==> config.mk <==
export PLATFORM = sky130hd
export DESIGN_NAME = accum_clear_ctrl
export DESIGN_NICKNAME = d
export VERILOG_FILES = /design/src/rtl/accum_clear_pkg.sv /design/src/rtl/accum_clear_ctrl.sv /design/src/rtl/update_event_detect.sv
export VERILOG_INCLUDE_DIRS = /design/src /design/src/rtl
export SDC_FILE = /design/constraint.sdc
export NUM_CORES = 1
export LEC_CHECK = 0
export ABC_AREA = 1
export BUFFER_PORTS_ARGS = -buffer_cell sky130_fd_sc_hd__buf_2
export CAP_MARGIN = 15
export CORE_ASPECT_RATIO = 0.75
export CORE_MARGIN = 4
export CORE_UTILIZATION = 35
export DETAILED_ROUTE_END_ITERATION = 16
export GPL_TIMING_DRIVEN = 0
export SYNTH_ARGS = -nofsm -noshare
export SYNTH_HDL_FRONTEND = slang
export SYNTH_SLANG_ARGS = --single-unit
export TNS_END_PERCENT = 50
==> constraint.sdc <==
create_clock -name clk_i -period 1.45 [get_ports clk_i]
set_input_delay 0.0725 -clock clk_i [delete_from_list [all_inputs] [get_ports clk_i]]
set_output_delay 0.0725 -clock clk_i [all_outputs]
set_load 0.01 [all_outputs]
==> src/rtl/accum_clear_cfg.svh <==
// Purpose: named constants for the accumulator clear control block
// Assumes: 32-bit apb data, one aligned word per register
// Notes:   offsets are byte addresses
`ifndef ACCUM_CLEAR_CFG_SVH
`define ACCUM_CLEAR_CFG_SVH
`define CF1_OFFSET        12'h000
`define CF2_OFFSET        12'h004
`define STATUS_OFFSET     12'h008
`define CF1_SINE_BIT      16
`define CF1_LOAD_RATE_BIT 15
`define CF1_RAMP_AUTO_BIT 14
`define CF1_PHASE_AUTO_BIT 13
`define CF1_RAMP_CLR_BIT  12
`define CF1_PHASE_CLR_BIT 11
`define CF1_RSVD_BIT      10
`define CF2_RAMP_EN_BIT   19
`define CF1_RESET         32'h0001_0000
`define CF2_RESET         32'h0000_0000
`define CF1_WR_MASK       32'hffff_fbff
`define SYNC_DIV          4
`endif

==> src/rtl/accum_clear_pkg.sv <==
// Purpose: shared types for the accumulator clear control block
// Assumes: constants live in accum_clear_cfg.svh
// Notes:   controls travel as one packed struct
package accum_clear_pkg;
    // effective controls as seen by the synthesizer core
    typedef struct packed {
        logic sine_select;
        logic load_rate_pulse;
        logic ramp_acc_reset;
        logic phase_acc_reset;
        logic ramp_enable;
    } core_ctrl_t;
endpackage

==> src/rtl/accum_clear_ctrl.sv <==
// Purpose: control bits 16..10 of control_function_one, apb slave
// Assumes: apb master holds requests until pready; 100 MHz clk_i
// Notes:   effects are aligned to the divided core clock enable
//          events between the same two core ticks merge into a single update
//          the status word shows the active copy of control_function_one
`timescale 1ns/10ps
`include "accum_clear_cfg.svh"

// Operation
// - bit 16 picks sine (one, default) or cosine (zero) output
// - bit 15 does nothing unless ramp enable is set
// - bit 15 set: load new ramp rate on every update event
// - bit 14 set: ramp accumulator reset for exactly one core cycle
// - bit 14 held: repeat that one-cycle reset on each update event
// - bits 14, 12, 11 take effect after an update event, next core edge
// - bit 13 set: phase accumulator reset on each update event
// - bit 12 set: ramp accumulator held in reset while set
// - bit 11 set: phase accumulator held in reset while set
// - written bits reach destinations only after an update event
// - ramp enable bit 19 of control_function_two turns ramp on
module accum_clear_ctrl #(
    parameter int DIV = `SYNC_DIV,
    parameter int PW  = 3
) (
    input  wire logic                      clk_i,
    input  wire logic                      rst_n_i,
    input  wire logic                      psel_i,
    input  wire logic                      penable_i,
    input  wire logic                      pwrite_i,
    input  wire logic [11:0]               paddr_i,
    input  wire logic [31:0]               pwdata_i,
    output logic      [31:0]               prdata_o,
    output logic                           pready_o,
    output logic                           pslverr_o,
    input  wire logic                      update_i,
    input  wire logic [PW-1:0]             profile_select_pins_i,
    output accum_clear_pkg::core_ctrl_t    core_ctrl_o,
    output logic                           core_tick_o
);
    ////////////////////////////////////////////////////////////////////////
    logic [31:0] control_function_one_reg;
    logic [31:0] control_function_two_reg;
    logic [31:0] active_one_reg;
    logic [31:0] active_two_reg;
    logic [$clog2(DIV)-1:0] div_reg;
    logic        tick;
    logic        event_raw;
    logic        pending_reg;
    logic        apply;
    logic        ramp_reset_reg;
    logic        load_pulse_reg;
    logic        phase_reset_reg;
    logic        wr_en;

    // reset image of word one, so single reset bits can be picked by name
    localparam logic [31:0] ONE_RESET = `CF1_RESET;

    // address compare, shared by the write, read and error decode
    function automatic logic hit(input logic [11:0] a, input logic [11:0] off);
        hit = (a == off);
    endfunction

    // list of mapped offsets for the error decode; the write and read decodes name them too
    function automatic logic mapped(input logic [11:0] a);
        mapped = hit(a, `CF1_OFFSET) || hit(a, `CF2_OFFSET) || hit(a, `STATUS_OFFSET);
    endfunction

    // read decode; unmapped addresses read as zero
    function automatic logic [31:0] read_word(input logic [11:0] a,
                                              input logic [31:0] one,
                                              input logic [31:0] two,
                                              input logic [31:0] act);
        if (hit(a, `CF1_OFFSET)) begin
            read_word = one;
        end else if (hit(a, `CF2_OFFSET)) begin
            read_word = two;
        end else if (hit(a, `STATUS_OFFSET)) begin
            read_word = act;
        end else begin
            read_word = '0;
        end
    endfunction

    ////////////////////////////////////////////////////////////////////////
    // apb: zero wait states, unmapped addresses raise pslverr
    // pready is tied high, so every access phase is a single cycle
    assign pready_o  = 1'b1;
    assign wr_en     = psel_i && penable_i && pwrite_i;
    assign pslverr_o = psel_i && penable_i && !mapped(paddr_i);

    // shadow copy one; the reserved bit is masked so it always reads zero
    always_ff @(posedge clk_i or negedge rst_n_i) begin
        if (!rst_n_i) begin
            control_function_one_reg <= `CF1_RESET;
        end else if (wr_en && hit(paddr_i, `CF1_OFFSET)) begin
            control_function_one_reg <= pwdata_i & `CF1_WR_MASK;
        end
    end

    // shadow copy two; only the ramp enable bit matters to this block
    always_ff @(posedge clk_i or negedge rst_n_i) begin
        if (!rst_n_i) begin
            control_function_two_reg <= `CF2_RESET;
        end else if (wr_en && hit(paddr_i, `CF2_OFFSET)) begin
            control_function_two_reg <= pwdata_i;
        end
    end

    // read data registered in the setup cycle, so it stands through the access phase
    always_ff @(posedge clk_i or negedge rst_n_i) begin
        if (!rst_n_i) begin
            prdata_o <= '0;
        end else if (psel_i && !penable_i && !pwrite_i) begin
            prdata_o <= read_word(paddr_i, control_function_one_reg,
                                  control_function_two_reg, active_one_reg);
        end
    end

    ////////////////////////////////////////////////////////////////////////
    // core clock enable divider; stands in for the synthesizer sync clock
    // it runs freely from reset, so an update may land anywhere in a core period
    always_ff @(posedge clk_i or negedge rst_n_i) begin
        if (!rst_n_i) begin
            div_reg <= '0;
        end else if (div_reg == ($clog2(DIV))'(DIV - 1)) begin
            div_reg <= '0;
        end else begin
            div_reg <= div_reg + 1'b1;
        end
    end
    assign tick        = (div_reg == ($clog2(DIV))'(DIV - 1));
    assign core_tick_o = tick;

    // pins are asynchronous; the detector carries the synchroniser stages
    update_event_detect #(.PW(PW)) u_detect (
        .clk_i                 (clk_i),
        .rst_n_i               (rst_n_i),
        .update_i              (update_i),
        .profile_select_pins_i (profile_select_pins_i),
        .event_o               (event_raw)
    );

    // an event between ticks waits for the next core edge; an event that meets a
    // tick is used by that tick at once, so it is not left pending to apply twice
    always_ff @(posedge clk_i or negedge rst_n_i) begin
        if (!rst_n_i) begin
            pending_reg <= 1'b0;
        end else if (tick) begin
            pending_reg <= 1'b0;
        end else if (event_raw) begin
            pending_reg <= 1'b1;
        end
    end
    assign apply = tick && (pending_reg || event_raw);

    // active copy one: taken from the shadow only on an applied update
    always_ff @(posedge clk_i or negedge rst_n_i) begin
        if (!rst_n_i) begin
            active_one_reg <= `CF1_RESET;
        end else if (apply) begin
            active_one_reg <= control_function_one_reg;
        end
    end

    // active copy two: same gate, so the ramp enable moves with the clear bits
    always_ff @(posedge clk_i or negedge rst_n_i) begin
        if (!rst_n_i) begin
            active_two_reg <= `CF2_RESET;
        end else if (apply) begin
            active_two_reg <= control_function_two_reg;
        end
    end

    ////////////////////////////////////////////////////////////////////////
    // ramp accumulator reset: an autoclear pulse of one core cycle from the newly
    // applied bits, or the static clear while the active bit is set; kept in a
    // flop so the core never sees a glitch where the pulse meets the static level
    always_ff @(posedge clk_i or negedge rst_n_i) begin
        if (!rst_n_i) begin
            ramp_reset_reg <= ONE_RESET[`CF1_RAMP_CLR_BIT];
        end else if (apply) begin
            ramp_reset_reg <= control_function_one_reg[`CF1_RAMP_AUTO_BIT] ||
                              control_function_one_reg[`CF1_RAMP_CLR_BIT];
        end else if (tick) begin
            ramp_reset_reg <= active_one_reg[`CF1_RAMP_CLR_BIT];
        end
    end

    // phase accumulator reset: autoclear on each applied update, or static clear;
    // it changes only on core edges, like the accumulator it resets
    always_ff @(posedge clk_i or negedge rst_n_i) begin
        if (!rst_n_i) begin
            phase_reset_reg <= ONE_RESET[`CF1_PHASE_CLR_BIT];
        end else if (apply) begin
            phase_reset_reg <= control_function_one_reg[`CF1_PHASE_AUTO_BIT] ||
                               control_function_one_reg[`CF1_PHASE_CLR_BIT];
        end else if (tick) begin
            phase_reset_reg <= active_one_reg[`CF1_PHASE_CLR_BIT];
        end
    end

    // rate reload: one core cycle, and only with ramp enable in the same update,
    // so a reload never reaches a ramp generator that is switched off
    always_ff @(posedge clk_i or negedge rst_n_i) begin
        if (!rst_n_i) begin
            load_pulse_reg <= 1'b0;
        end else if (tick) begin
            load_pulse_reg <= apply &&
                              control_function_one_reg[`CF1_LOAD_RATE_BIT] &&
                              control_function_two_reg[`CF2_RAMP_EN_BIT];
        end
    end

    // outputs to the synthesizer core; every field is a flop bit
    always_comb begin
        core_ctrl_o.sine_select     = active_one_reg[`CF1_SINE_BIT];
        core_ctrl_o.load_rate_pulse = load_pulse_reg;
        core_ctrl_o.ramp_acc_reset  = ramp_reset_reg;
        core_ctrl_o.phase_acc_reset = phase_reset_reg;
        core_ctrl_o.ramp_enable     = active_two_reg[`CF2_RAMP_EN_BIT];
    end
endmodule

==> src/rtl/update_event_detect.sv <==
// Purpose: synchronise update strobe and profile pins, flag one event
// Assumes: pins are asynchronous to clk_i
// Notes:   three flops; a change counts when stages two and three agree
`timescale 1ns/10ps
module update_event_detect #(
    parameter int PW = 3
) (
    input  wire logic          clk_i,
    input  wire logic          rst_n_i,
    input  wire logic          update_i,
    input  wire logic [PW-1:0] profile_select_pins_i,
    output logic               event_o
);
    logic [PW:0] s1_reg;
    logic [PW:0] s2_reg;
    logic [PW:0] s3_reg;
    logic [PW:0] stable_reg;

    // first stage is read only by the second
    always_ff @(posedge clk_i or negedge rst_n_i) begin
        if (!rst_n_i) begin
            s1_reg <= '0;
            s2_reg <= '0;
            s3_reg <= '0;
        end else begin
            s1_reg <= {update_i, profile_select_pins_i};
            s2_reg <= s1_reg;
            s3_reg <= s2_reg;
        end
    end

    // accepted value moves only when stages two and three agree
    always_ff @(posedge clk_i or negedge rst_n_i) begin
        if (!rst_n_i) begin
            stable_reg <= '0;
        end else if (s2_reg == s3_reg) begin
            stable_reg <= s3_reg;
        end
    end

    // rising update or any profile change is one event
    assign event_o = (s2_reg == s3_reg) &&
                     ((s3_reg[PW] && !stable_reg[PW]) ||
                      (s3_reg[PW-1:0] != stable_reg[PW-1:0]));
endmodule

Word-level counts from Yosys, hierarchy flattened
Cells that the tools add are included.
W data, S select, Z words.
{"block": "op_classes", "add_sub_neg": 1, "eq_ne": 5, "muxes": 10, "n_reduce_logical": 25}
{"op": "$mux W32", "n": 3}
{"op": "$eq A12 B3 Y1 const B", "n": 1}
{"op": "$eq A12 B4 Y1 const B", "n": 1}
{"op": "$logic_and A1 B1 Y1", "n": 12}
{"op": "$logic_not A12 Y1", "n": 1}
{"op": "$logic_or A1 B1 Y1", "n": 6}
{"op": "$mux W1", "n": 6}
{"op": "$eq A4 B4 Y1", "n": 1}
{"op": "$logic_not A1 Y1", "n": 4}
{"op": "$reduce_bool A2 Y1", "n": 2}
{"op": "$ne A3 B3 Y1", "n": 1}
{"op": "$add A2 B1 Y2 const B", "n": 1}
{"op": "$eq A2 B2 Y1 const B", "n": 1}
{"op": "$mux W2", "n": 1}
{"block": "word_totals", "register_bits": 168, "out_inout_bits": 40, "wordCells": 55}

Logic depth before layout (Yosys ltp)
Gate-level depths: netlist of run 1.
{"block": "depth", "word_depth": 8, "depth_mapped": 13}

By module
Synthesis of run 1 repeated with hierarchy kept, for this count alone.
{"block": "hier_totals", "hier_cells": 861, "area_unflattened_um2": 7049.3}
{"mod": "accum_clear_ctrl", "n_inst": 1, "cells_each": 798, "area_each_um2": 6402.4, "seq_area_each_um2": 3330.7}
{"mod": "update_event_detect", "n_inst": 1, "cells_each": 63, "area_each_um2": 646.9, "seq_area_each_um2": 400.4}

Least setup slack after synthesis of run 1
OpenSTA, ideal clock, no wires.
{"block": "synth_timing", "path_type": "register -> register", "startpoint": "register u_detect.s3_reg[2]", "endpoint": "register active_one_reg[13]", "arrival_ns": 1.382, "required_ns": 1.332, "setup_slack_ns": -0.051, "stages_incl_launch_ff": 11, "n_path_buf": 2, "path_cell_list": "dfrtp_1 > xnor2_1 > nand2_1 > nor2_4 > nand2_4 > nand2_4 > nand2_2 > buf_6 > buf_6 > nand2_1 > o21ai_2"}
{"block": "synth_via", "elab_chain_len": 5, "elab_cells_between_ends": 6, "cone_classes": "2 x eq/ne; 4 x reduce/logical"}
{"item": "from (decl)", "line": "update_event_detect.sv:16", "source": "logic [PW:0] s3_reg;"}
{"item": "from (signal assigned)", "line": "update_event_detect.sv:28", "source": "s3_reg <= s2_reg;"}
{"item": "$ne A3 B3 Y1", "line": "update_event_detect.sv:44", "source": "(s3_reg[PW-1:0] != stable_reg[PW-1:0]));"}
{"item": "$logic_or A1 B1 Y1", "line": "update_event_detect.sv:43", "source": "((s3_reg[PW] && !stable_reg[PW]) ||"}
{"item": "$logic_and A1 B1 Y1 *", "line": "update_event_detect.sv:42", "source": "assign event_o = (s2_reg == s3_reg) &&"}
{"item": "$logic_or A1 B1 Y1 *", "line": "accum_clear_ctrl.sv:154", "source": "assign apply = tick && (pending_reg || event_raw);"}
{"item": "$logic_and A1 B1 Y1 *", "line": "accum_clear_ctrl.sv:154"}
{"item": "to (signal assigned)", "line": "accum_clear_ctrl.sv:159", "source": "active_one_reg <= `CF1_RESET;"}
{"item": "to (signal assigned)", "line": "accum_clear_ctrl.sv:161", "source": "active_one_reg <= control_function_one_reg;"}
{"item": "to (decl)", "line": "accum_clear_ctrl.sv:43", "source": "logic [31:0] active_one_reg;"}
Mark *: on every way between the ends. The rest lies on a longest branch, timed or not.
A chain may end at the register's enable or synchronous reset.

Worst setup path in the final report of run 1
{"block": "layout_timing", "startpoint": "register u_detect.s3_reg[2]", "endpoint": "register active_one_reg[3]"}
The elaborated chain is that of the path after synthesis.

==> impl_metrics.json, run 1 <==
{
  "status": "finished with violations",
  "violations": "setup timing",
  "rows": 42,
  "finalCritPeriodShare_pct": 107,
  "cpPeakStageDelay_ns": 0.42,
  "cp_num_cells": 10,
  "htree_levels": 4,
  "syn_area_per_cell_um2": 8.58,
  "finalSetupViolCount": 34,
  "tritoncts": "built",
  "dr.pass1.iters": 5,
  "crit_path_start_kind": "flip-flop",
  "critPathKind": "flip-flop to flip-flop",
  "clockBufferDepth": 2,
  "max_freq_ghz": 0.644,
  "drc_errors": 0,
  "final_layout_size_suffix_gt1_share_pct": 21.7,
  "drtIter0Drc": 434,
  "routed-via-count": 5322,
  "holdCritStartpoint": "pwrite_i",
  "slew_violations": 0,
  "power.density_nw_per_um2": 1090,
  "worstReg2RegStart": "u_detect.s3_reg[2]",
  "slew_headroom_pct": 47.6,
  "drv_cap": 0,
  "grt_antenna_before_repair": 0,
  "dpl.hpwl_um": 11100,
  "wl_per_cell_um": 14.6,
  "cts-root-buf": "clkbuf_16",
  "holdPathStages": 4,
  "worstPathArrival_ns": 1.86,
  "core_um2": 17900,
  "end_kind": "flip-flop",
  "synth_area_um2": 6450,
  "leakage_uw": 0.00443,
  "syn_inst": 752,
  "max_slew.worst_pin.slew_ns": 0.786,
  "cts_buffers": 17,
  "hold_path_end": "prdata_o[10]",
  "crit_family": "simple AND/OR/NAND/NOR gates",
  "hold_viol_final": 0,
  "final_common_cell": "nand2_1",
  "die_area_um2": 20700,
  "die_h_um": 126,
  "cts.sinks": 149,
  "grt_max_degree": 85,
  "port_buffers": 91,
  "grt_use_total_pct": 17.1,
  "critPathMaxFanout": 10,
  "mostFrequentLayoutCells": "293 x nand2_1, 147 x dfrtp_1, 105 x buf_2, 63 x inv_1, 43 x o21ai_0",
  "via_per_inst": 4.58,
  "rrSetupSlack_ns": -0.10,
  "required_ns": 1.76,
  "wirelength_um": 17000,
  "yosysUniqueCellTypes": 33,
  "boundaryPins": 93,
  "synth-seq-area-share_pct": 57.8,
  "path_clk_slew_ns": 0.06,
  "grt_pass1_wl_um": 27600,
  "holdWs_ns": 0.141,
  "ant_nets": 0,
  "final.setup_skew_ns": 0.00782,
  "critPathSlowestCell": "dfrtp_1",
  "grt_overflow": 0,
  "ir_worst_vdd_mv": 0.643,
  "cp_common_cell": "nand2_4",
  "grt_pass1_vias": 5300,
  "synth_nets": 806,
  "globalplace.congestion": 0.795,
  "reg2reg_depth": 10,
  "hp-class": "primary input to flip-flop",
  "layout.nets": 961,
  "crit_path_cell_trace": "xnor2_1 > nand2_1 > nor2_4 > nand2_4 > nand2_4 > nand2_4 > buf_8 > buf_12 > nand2_1 > o21ai_1",
  "post-route-util_pct": 46.7,
  "antennaDiodeCount": 0,
  "synth_warnings": 0,
  "layout_setup_ws_ns": -0.103,
  "timing.rr.end": "active_one_reg[3]",
  "ys_seq_elements": 149,
  "path_buf_inv": 2,
  "clk_latency_ns": 0.43,
  "setup_tns_ns": -2.73,
  "die_w_um": 165,
  "finalCriticalPeriod_ns": 1.55,
  "initial_core_util_pct": 36.1,
  "rsz0062_at_grt": "true",
  "area_growth_pct": 29.4
}
[cell type report]
class                   instances  area, um^2
repair buffers                136         940
well taps                     242         303
fillers                      1776        9520
plain buffers                  41         268
inverters                      65         246
multi-input cells             497        2270
clock buffers                  19         453
flip-flops and latches        149        3730
clock inverters                13         133
[layer usage]
metal,track usage (%),share of wire (%),up-vias
met5,0,0,-
met2,24.9,43,139
met1,25.4,49,2511
li1,-,-,2651
met4,5.92,1.6,0
met3,3.49,5.8,21
[through the flow]
step	std cells	instance area [um^2]	total power [uW]	setup WS, ns
2_1_floorplan	752	6460	4480	-0.0474
6_report	1162	8350	9070	-0.103
4_1_cts	1162	8320	9150	-0.113
3_5_place_dp	1086	7250	4700	-0.303
5_1_grt	1162	8350	9400	-0.229
3_3_place_gp	1085	7220	4680	-1.99
[worst max-delay path by stage]
stage / from / to / slack [ns]
2_1_floorplan: u_detect.s3_reg[2] / active_one_reg[3] / -0.05
3_3_place_gp: rst_n_i / prdata_o[4] / -1.99
3_5_place_dp: penable_i / prdata_o[14] / -0.30
4_1_cts: u_detect.s3_reg[1] / active_one_reg[19] / -0.11
5_1_grt: u_detect.s3_reg[2] / active_one_reg[23] / -0.23
6_report: u_detect.s3_reg[2] / active_one_reg[3] / -0.10
[worst reg2reg max path: cells and delay by family (launching register included)]
kind	cells	cell delay (ns)
buffers and inverters	2	0.29
DFF	1	0.42
and+or+nand+nor	6	0.52
xor gates and xnor gates	1	0.15
AOI/OAI and AO/OA	1	0.06
[where the power goes]
part / switching, uW / internal (uW)
Clock: 1760 / 2610
Combinational: 262 / 193
Sequential: 27.9 / 4220
Total: 2050 / 7020
[synth_stat cells (all sizes together)]
master | number | share of area, %
o31ai | 1 | 0.12
clkbuf | 11 | 0.64
conb | 1 | 0.058
nor2 | 14 | 1.2
nor3 | 1 | 0.077
inv | 64 | 3.7
dfstp | 2 | 0.81
or2 | 17 | 1.7
a21oi | 34 | 2.8
nand3 | 34 | 2.9
ha | 1 | 0.19
nor4 | 1 | 0.097
clkinv | 1 | 0.077
xnor2 | 2 | 0.27
nand2 | 306 | 18
nor3b | 1 | 0.19
o21ai | 83 | 6.7
dfrtp | 147 | 57
o211ai | 1 | 0.12
buf | 30 | 3.1
[cell families (layout without fill, tap and decap cells)]
| kind of cell | Yosys count | after routing | share of synthesized area [%] |
|---|---|---|---|
| buffers and inverters | 106 | 274 | 7.56 |
| AND/OR/NAND/NOR | 374 | 374 | 24.3 |
| XOR/XNOR | 2 | 2 | 0.272 |
| flip-flops | 149 | 149 | 57.8 |
| adder cells (fa/ha/maj) | 1 | 1 | 0.194 |
| other | 1 | 1 | 0.0581 |
| AO/OA/AOI/OAI | 119 | 119 | 9.77 |
[what timing repair did]
item,4_1_cts,5_1_grt
setup endpoints to repair,36,42
gates resized for setup,11,10
buffers inserted,5,0
gates cloned,1,0
pin swaps,4,3
endpoints found under the hold margin,149,0
hold buffers,38,0
(Power assumes the default switching activity.)
==> run 2, diff against run 1 <==
MAX_ROUTING_LAYER = met4   (was default)
==> run 2 against run 1 <==
The flow still finishes with violations (setup timing). First-iteration DRC count is 3.0% higher. Clock-buffer cell count did not move. Hold slack better by 0.0053 ns. Die area unchanged. Clock skew is essentially flat. Fmax rose by 0.37%. Largest power group unchanged. Total power about the same. Critical path depth unchanged. Highest routed layer unchanged.
==> impl_metrics.json, run 2 (same netlist as run 1, synthesis figures left out) <==
{
  "final.setup_skew_ns": 0.00756,
  "fin_area_um2": 8350,
  "rows": 42,
  "grt_pass1_vias": 5302,
  "drv_cap": 0,
  "tritoncts": "built",
  "dpl.hpwl_um": 11100,
  "pwr-share-seq_pct": 46.8,
  "max_slew.worst_pin.slew_ns": 0.783,
  "hold_viol_final": 0,
  "htree_levels": 4,
  "timing.rr.end": "active_one_reg[3]",
  "placed_area_um2": 7250,
  "finalSetupViolCount": 34,
  "critPathMaxFanout": 10,
  "multiInputGateArea_um2": 2270,
  "mostFrequentLayoutCells": "293 x nand2_1, 147 x dfrtp_1, 105 x buf_2, 63 x inv_1, 43 x o21ai_0",
  "via_per_inst": 4.60,
  "grt_pass1_wl_um": 27600,
  "violations": "setup timing",
  "area_growth_pct": 29.4,
  "grt_antenna_before_repair": 0,
  "antennaDiodeCount": 0,
  "holdCritStartpoint": "pwrite_i",
  "ir_worst_vdd_mv": 0.637,
  "globalplace.congestion": 0.806,
  "grt_use_total_pct": 17.6,
  "finalCriticalPeriod_ns": 1.55,
  "wl_per_cell_um": 14.6,
  "hold_path_end": "prdata_o[10]",
  "path_buf_inv": 2,
  "die_w_um": 165,
  "holdPathStages": 4,
  "routed-via-count": 5346,
  "final_layout_size_suffix_gt1_share_pct": 21.7,
  "max_freq_ghz": 0.646,
  "port_buffers": 91,
  "dr.pass1.iters": 5,
  "path_clk_slew_ns": 0.06,
  "layout_setup_ws_ns": -0.0978,
  "cts_buffers": 17,
  "rsz0062_at_grt": "true",
  "p_switching_uw": 2050,
  "leakage_uw": 0.00443,
  "slew_violations": 0,
  "pwr-share-comb_pct": 5.0,
  "status": "finished with violations",
  "grt_max_degree": 85,
  "slew_headroom_pct": 47.8,
  "critPathKind": "flip-flop to flip-flop",
  "power.density_nw_per_um2": 1090,
  "reg2reg_depth": 10,
  "rrSetupSlack_ns": -0.1,
  "cts.sinks": 149,
  "drtIter0Drc": 447,
  "crit_path_cell_trace": "xnor2_1 > nand2_1 > nor2_4 > nand2_4 > nand2_4 > nand2_4 > buf_8 > buf_12 > nand2_1 > o21ai_1",
  "core_um2": 17900,
  "hp-class": "primary input to flip-flop",
  "worstPathArrival_ns": 1.86,
  "crit_family": "simple AND/OR/NAND/NOR gates",
  "clkPwrFrac_pct": 48.1,
  "register_area_um2": 3730,
  "finalCritPeriodShare_pct": 107,
  "final_common_cell": "nand2_1",
  "crit_path_start_kind": "flip-flop",
  "clk_latency_ns": 0.43,
  "clockBufferDepth": 2,
  "fillCellCount": 1776,
  "setup_tns_ns": -2.59,
  "die_area_um2": 20700,
  "initial_core_util_pct": 36.1,
  "cts-root-buf": "clkbuf_16",
  "cp_common_cell": "nand2_4",
  "wirelength_um": 17000,
  "boundaryPins": 93,
  "layout.nets": 961,
  "ant_nets": 0,
  "internal_power_uw": 7020,
  "p_sw_share_pct": 22.6,
  "grt_overflow": 0,
  "worstReg2RegStart": "u_detect.s3_reg[2]",
  "drc_errors": 0,
  "critPathSlowestCell": "dfrtp_1",
  "end_kind": "flip-flop",
  "cpPeakStageDelay_ns": 0.42,
  "required_ns": 1.76,
  "die_h_um": 126
}
[run 2: cell counts in the layout (fill, tap and decap cells not counted)]
No cell type changed its count.
[run 2: worst register-to-register path, cell delays in order, from the launching register on]
cell and delay, ns:
dfrtp_1 0.42, xnor2_1 0.15, nand2_1 0.10, nor2_4 0.15
nand2_4 0.09, nand2_4 0.07, nand2_4 0.06, buf_8 0.14
buf_12 0.15, nand2_1 0.06, o21ai_1 0.05
[run 2: stage by stage]
| stage | hold slack [ns] | setup slack (ns) | instances | util (%) | power [uW] |
|---|---|---|---|---|---|
| CTS | 0.138 | -0.113 | 1162 | 46.6 | 9150 |
| global placement | 0.180 | -1.99 | 1085 | 40.4 | 4680 |
| detailed placement | 0.182 | -0.303 | 1086 | 40.6 | 4700 |
| floorplan | -0.223 | -0.0474 | 752 | - | 4480 |
| finish | 0.146 | -0.0978 | 1162 | 46.7 | 9060 |
| global route | 0.155 | -0.228 | 1162 | 46.7 | 9410 |
[run 2: timing repair]
item	CTS	global route
endpoints found under the setup margin	36	40
buffers inserted	5	0
gates cloned	1	0
resized for setup	11	10
hold buffers	38	0
pin swaps	4	3
endpoints found under the hold margin	149	0
[run 2: power by group through the flow]
stage / logic (uW) / registers, uW / clock network (uW)
global placement: 364 / 4320 / 0
floorplan: 161 / 4320 / 0
finish: 456 / 4250 / 4360
global route: 525 / 4250 / 4640
detailed placement: 380 / 4320 / 0
CTS: 462 / 4240 / 4440
[run 2: final cells by class]
class | instances | area share (%)
sequential | 149 | 44.7
multi-input combinational | 497 | 27.2
timing repair buffer | 136 | 11.3
clock buffer | 19 | 5.43
tap | 242 | 3.63
buffer | 41 | 3.21
inverter | 65 | 2.95
clock inverter | 13 | 1.59
[run 2: how the worst max path moves through the flow]
stage                             from                 end  slack, ns  cells past startpoint
floorplan           u_detect.s3_reg[2]   active_one_reg[3]      -0.05                     10
global placement               rst_n_i         prdata_o[4]      -1.99                      1
detailed placement           penable_i        prdata_o[14]      -0.30                      6
CTS                 u_detect.s3_reg[1]  active_one_reg[19]      -0.11                     12
global route        u_detect.s3_reg[2]  active_one_reg[23]      -0.23                     10
finish              u_detect.s3_reg[2]   active_one_reg[3]       -0.1                     10
[run 2: layer usage]
metal / up-vias / share of wire, % / global-route usage [%] / wire, um
met1: 2531 / 49 / 25.4 / 8280
met4: 0 / 1.5 / 4.89 / 256
li1: 2655 / - / - / -
met5: - / 0 / - / 0
met3: 21 / 6.0 / 4.21 / 1030
met2: 139 / 44 / 24.9 / 7410
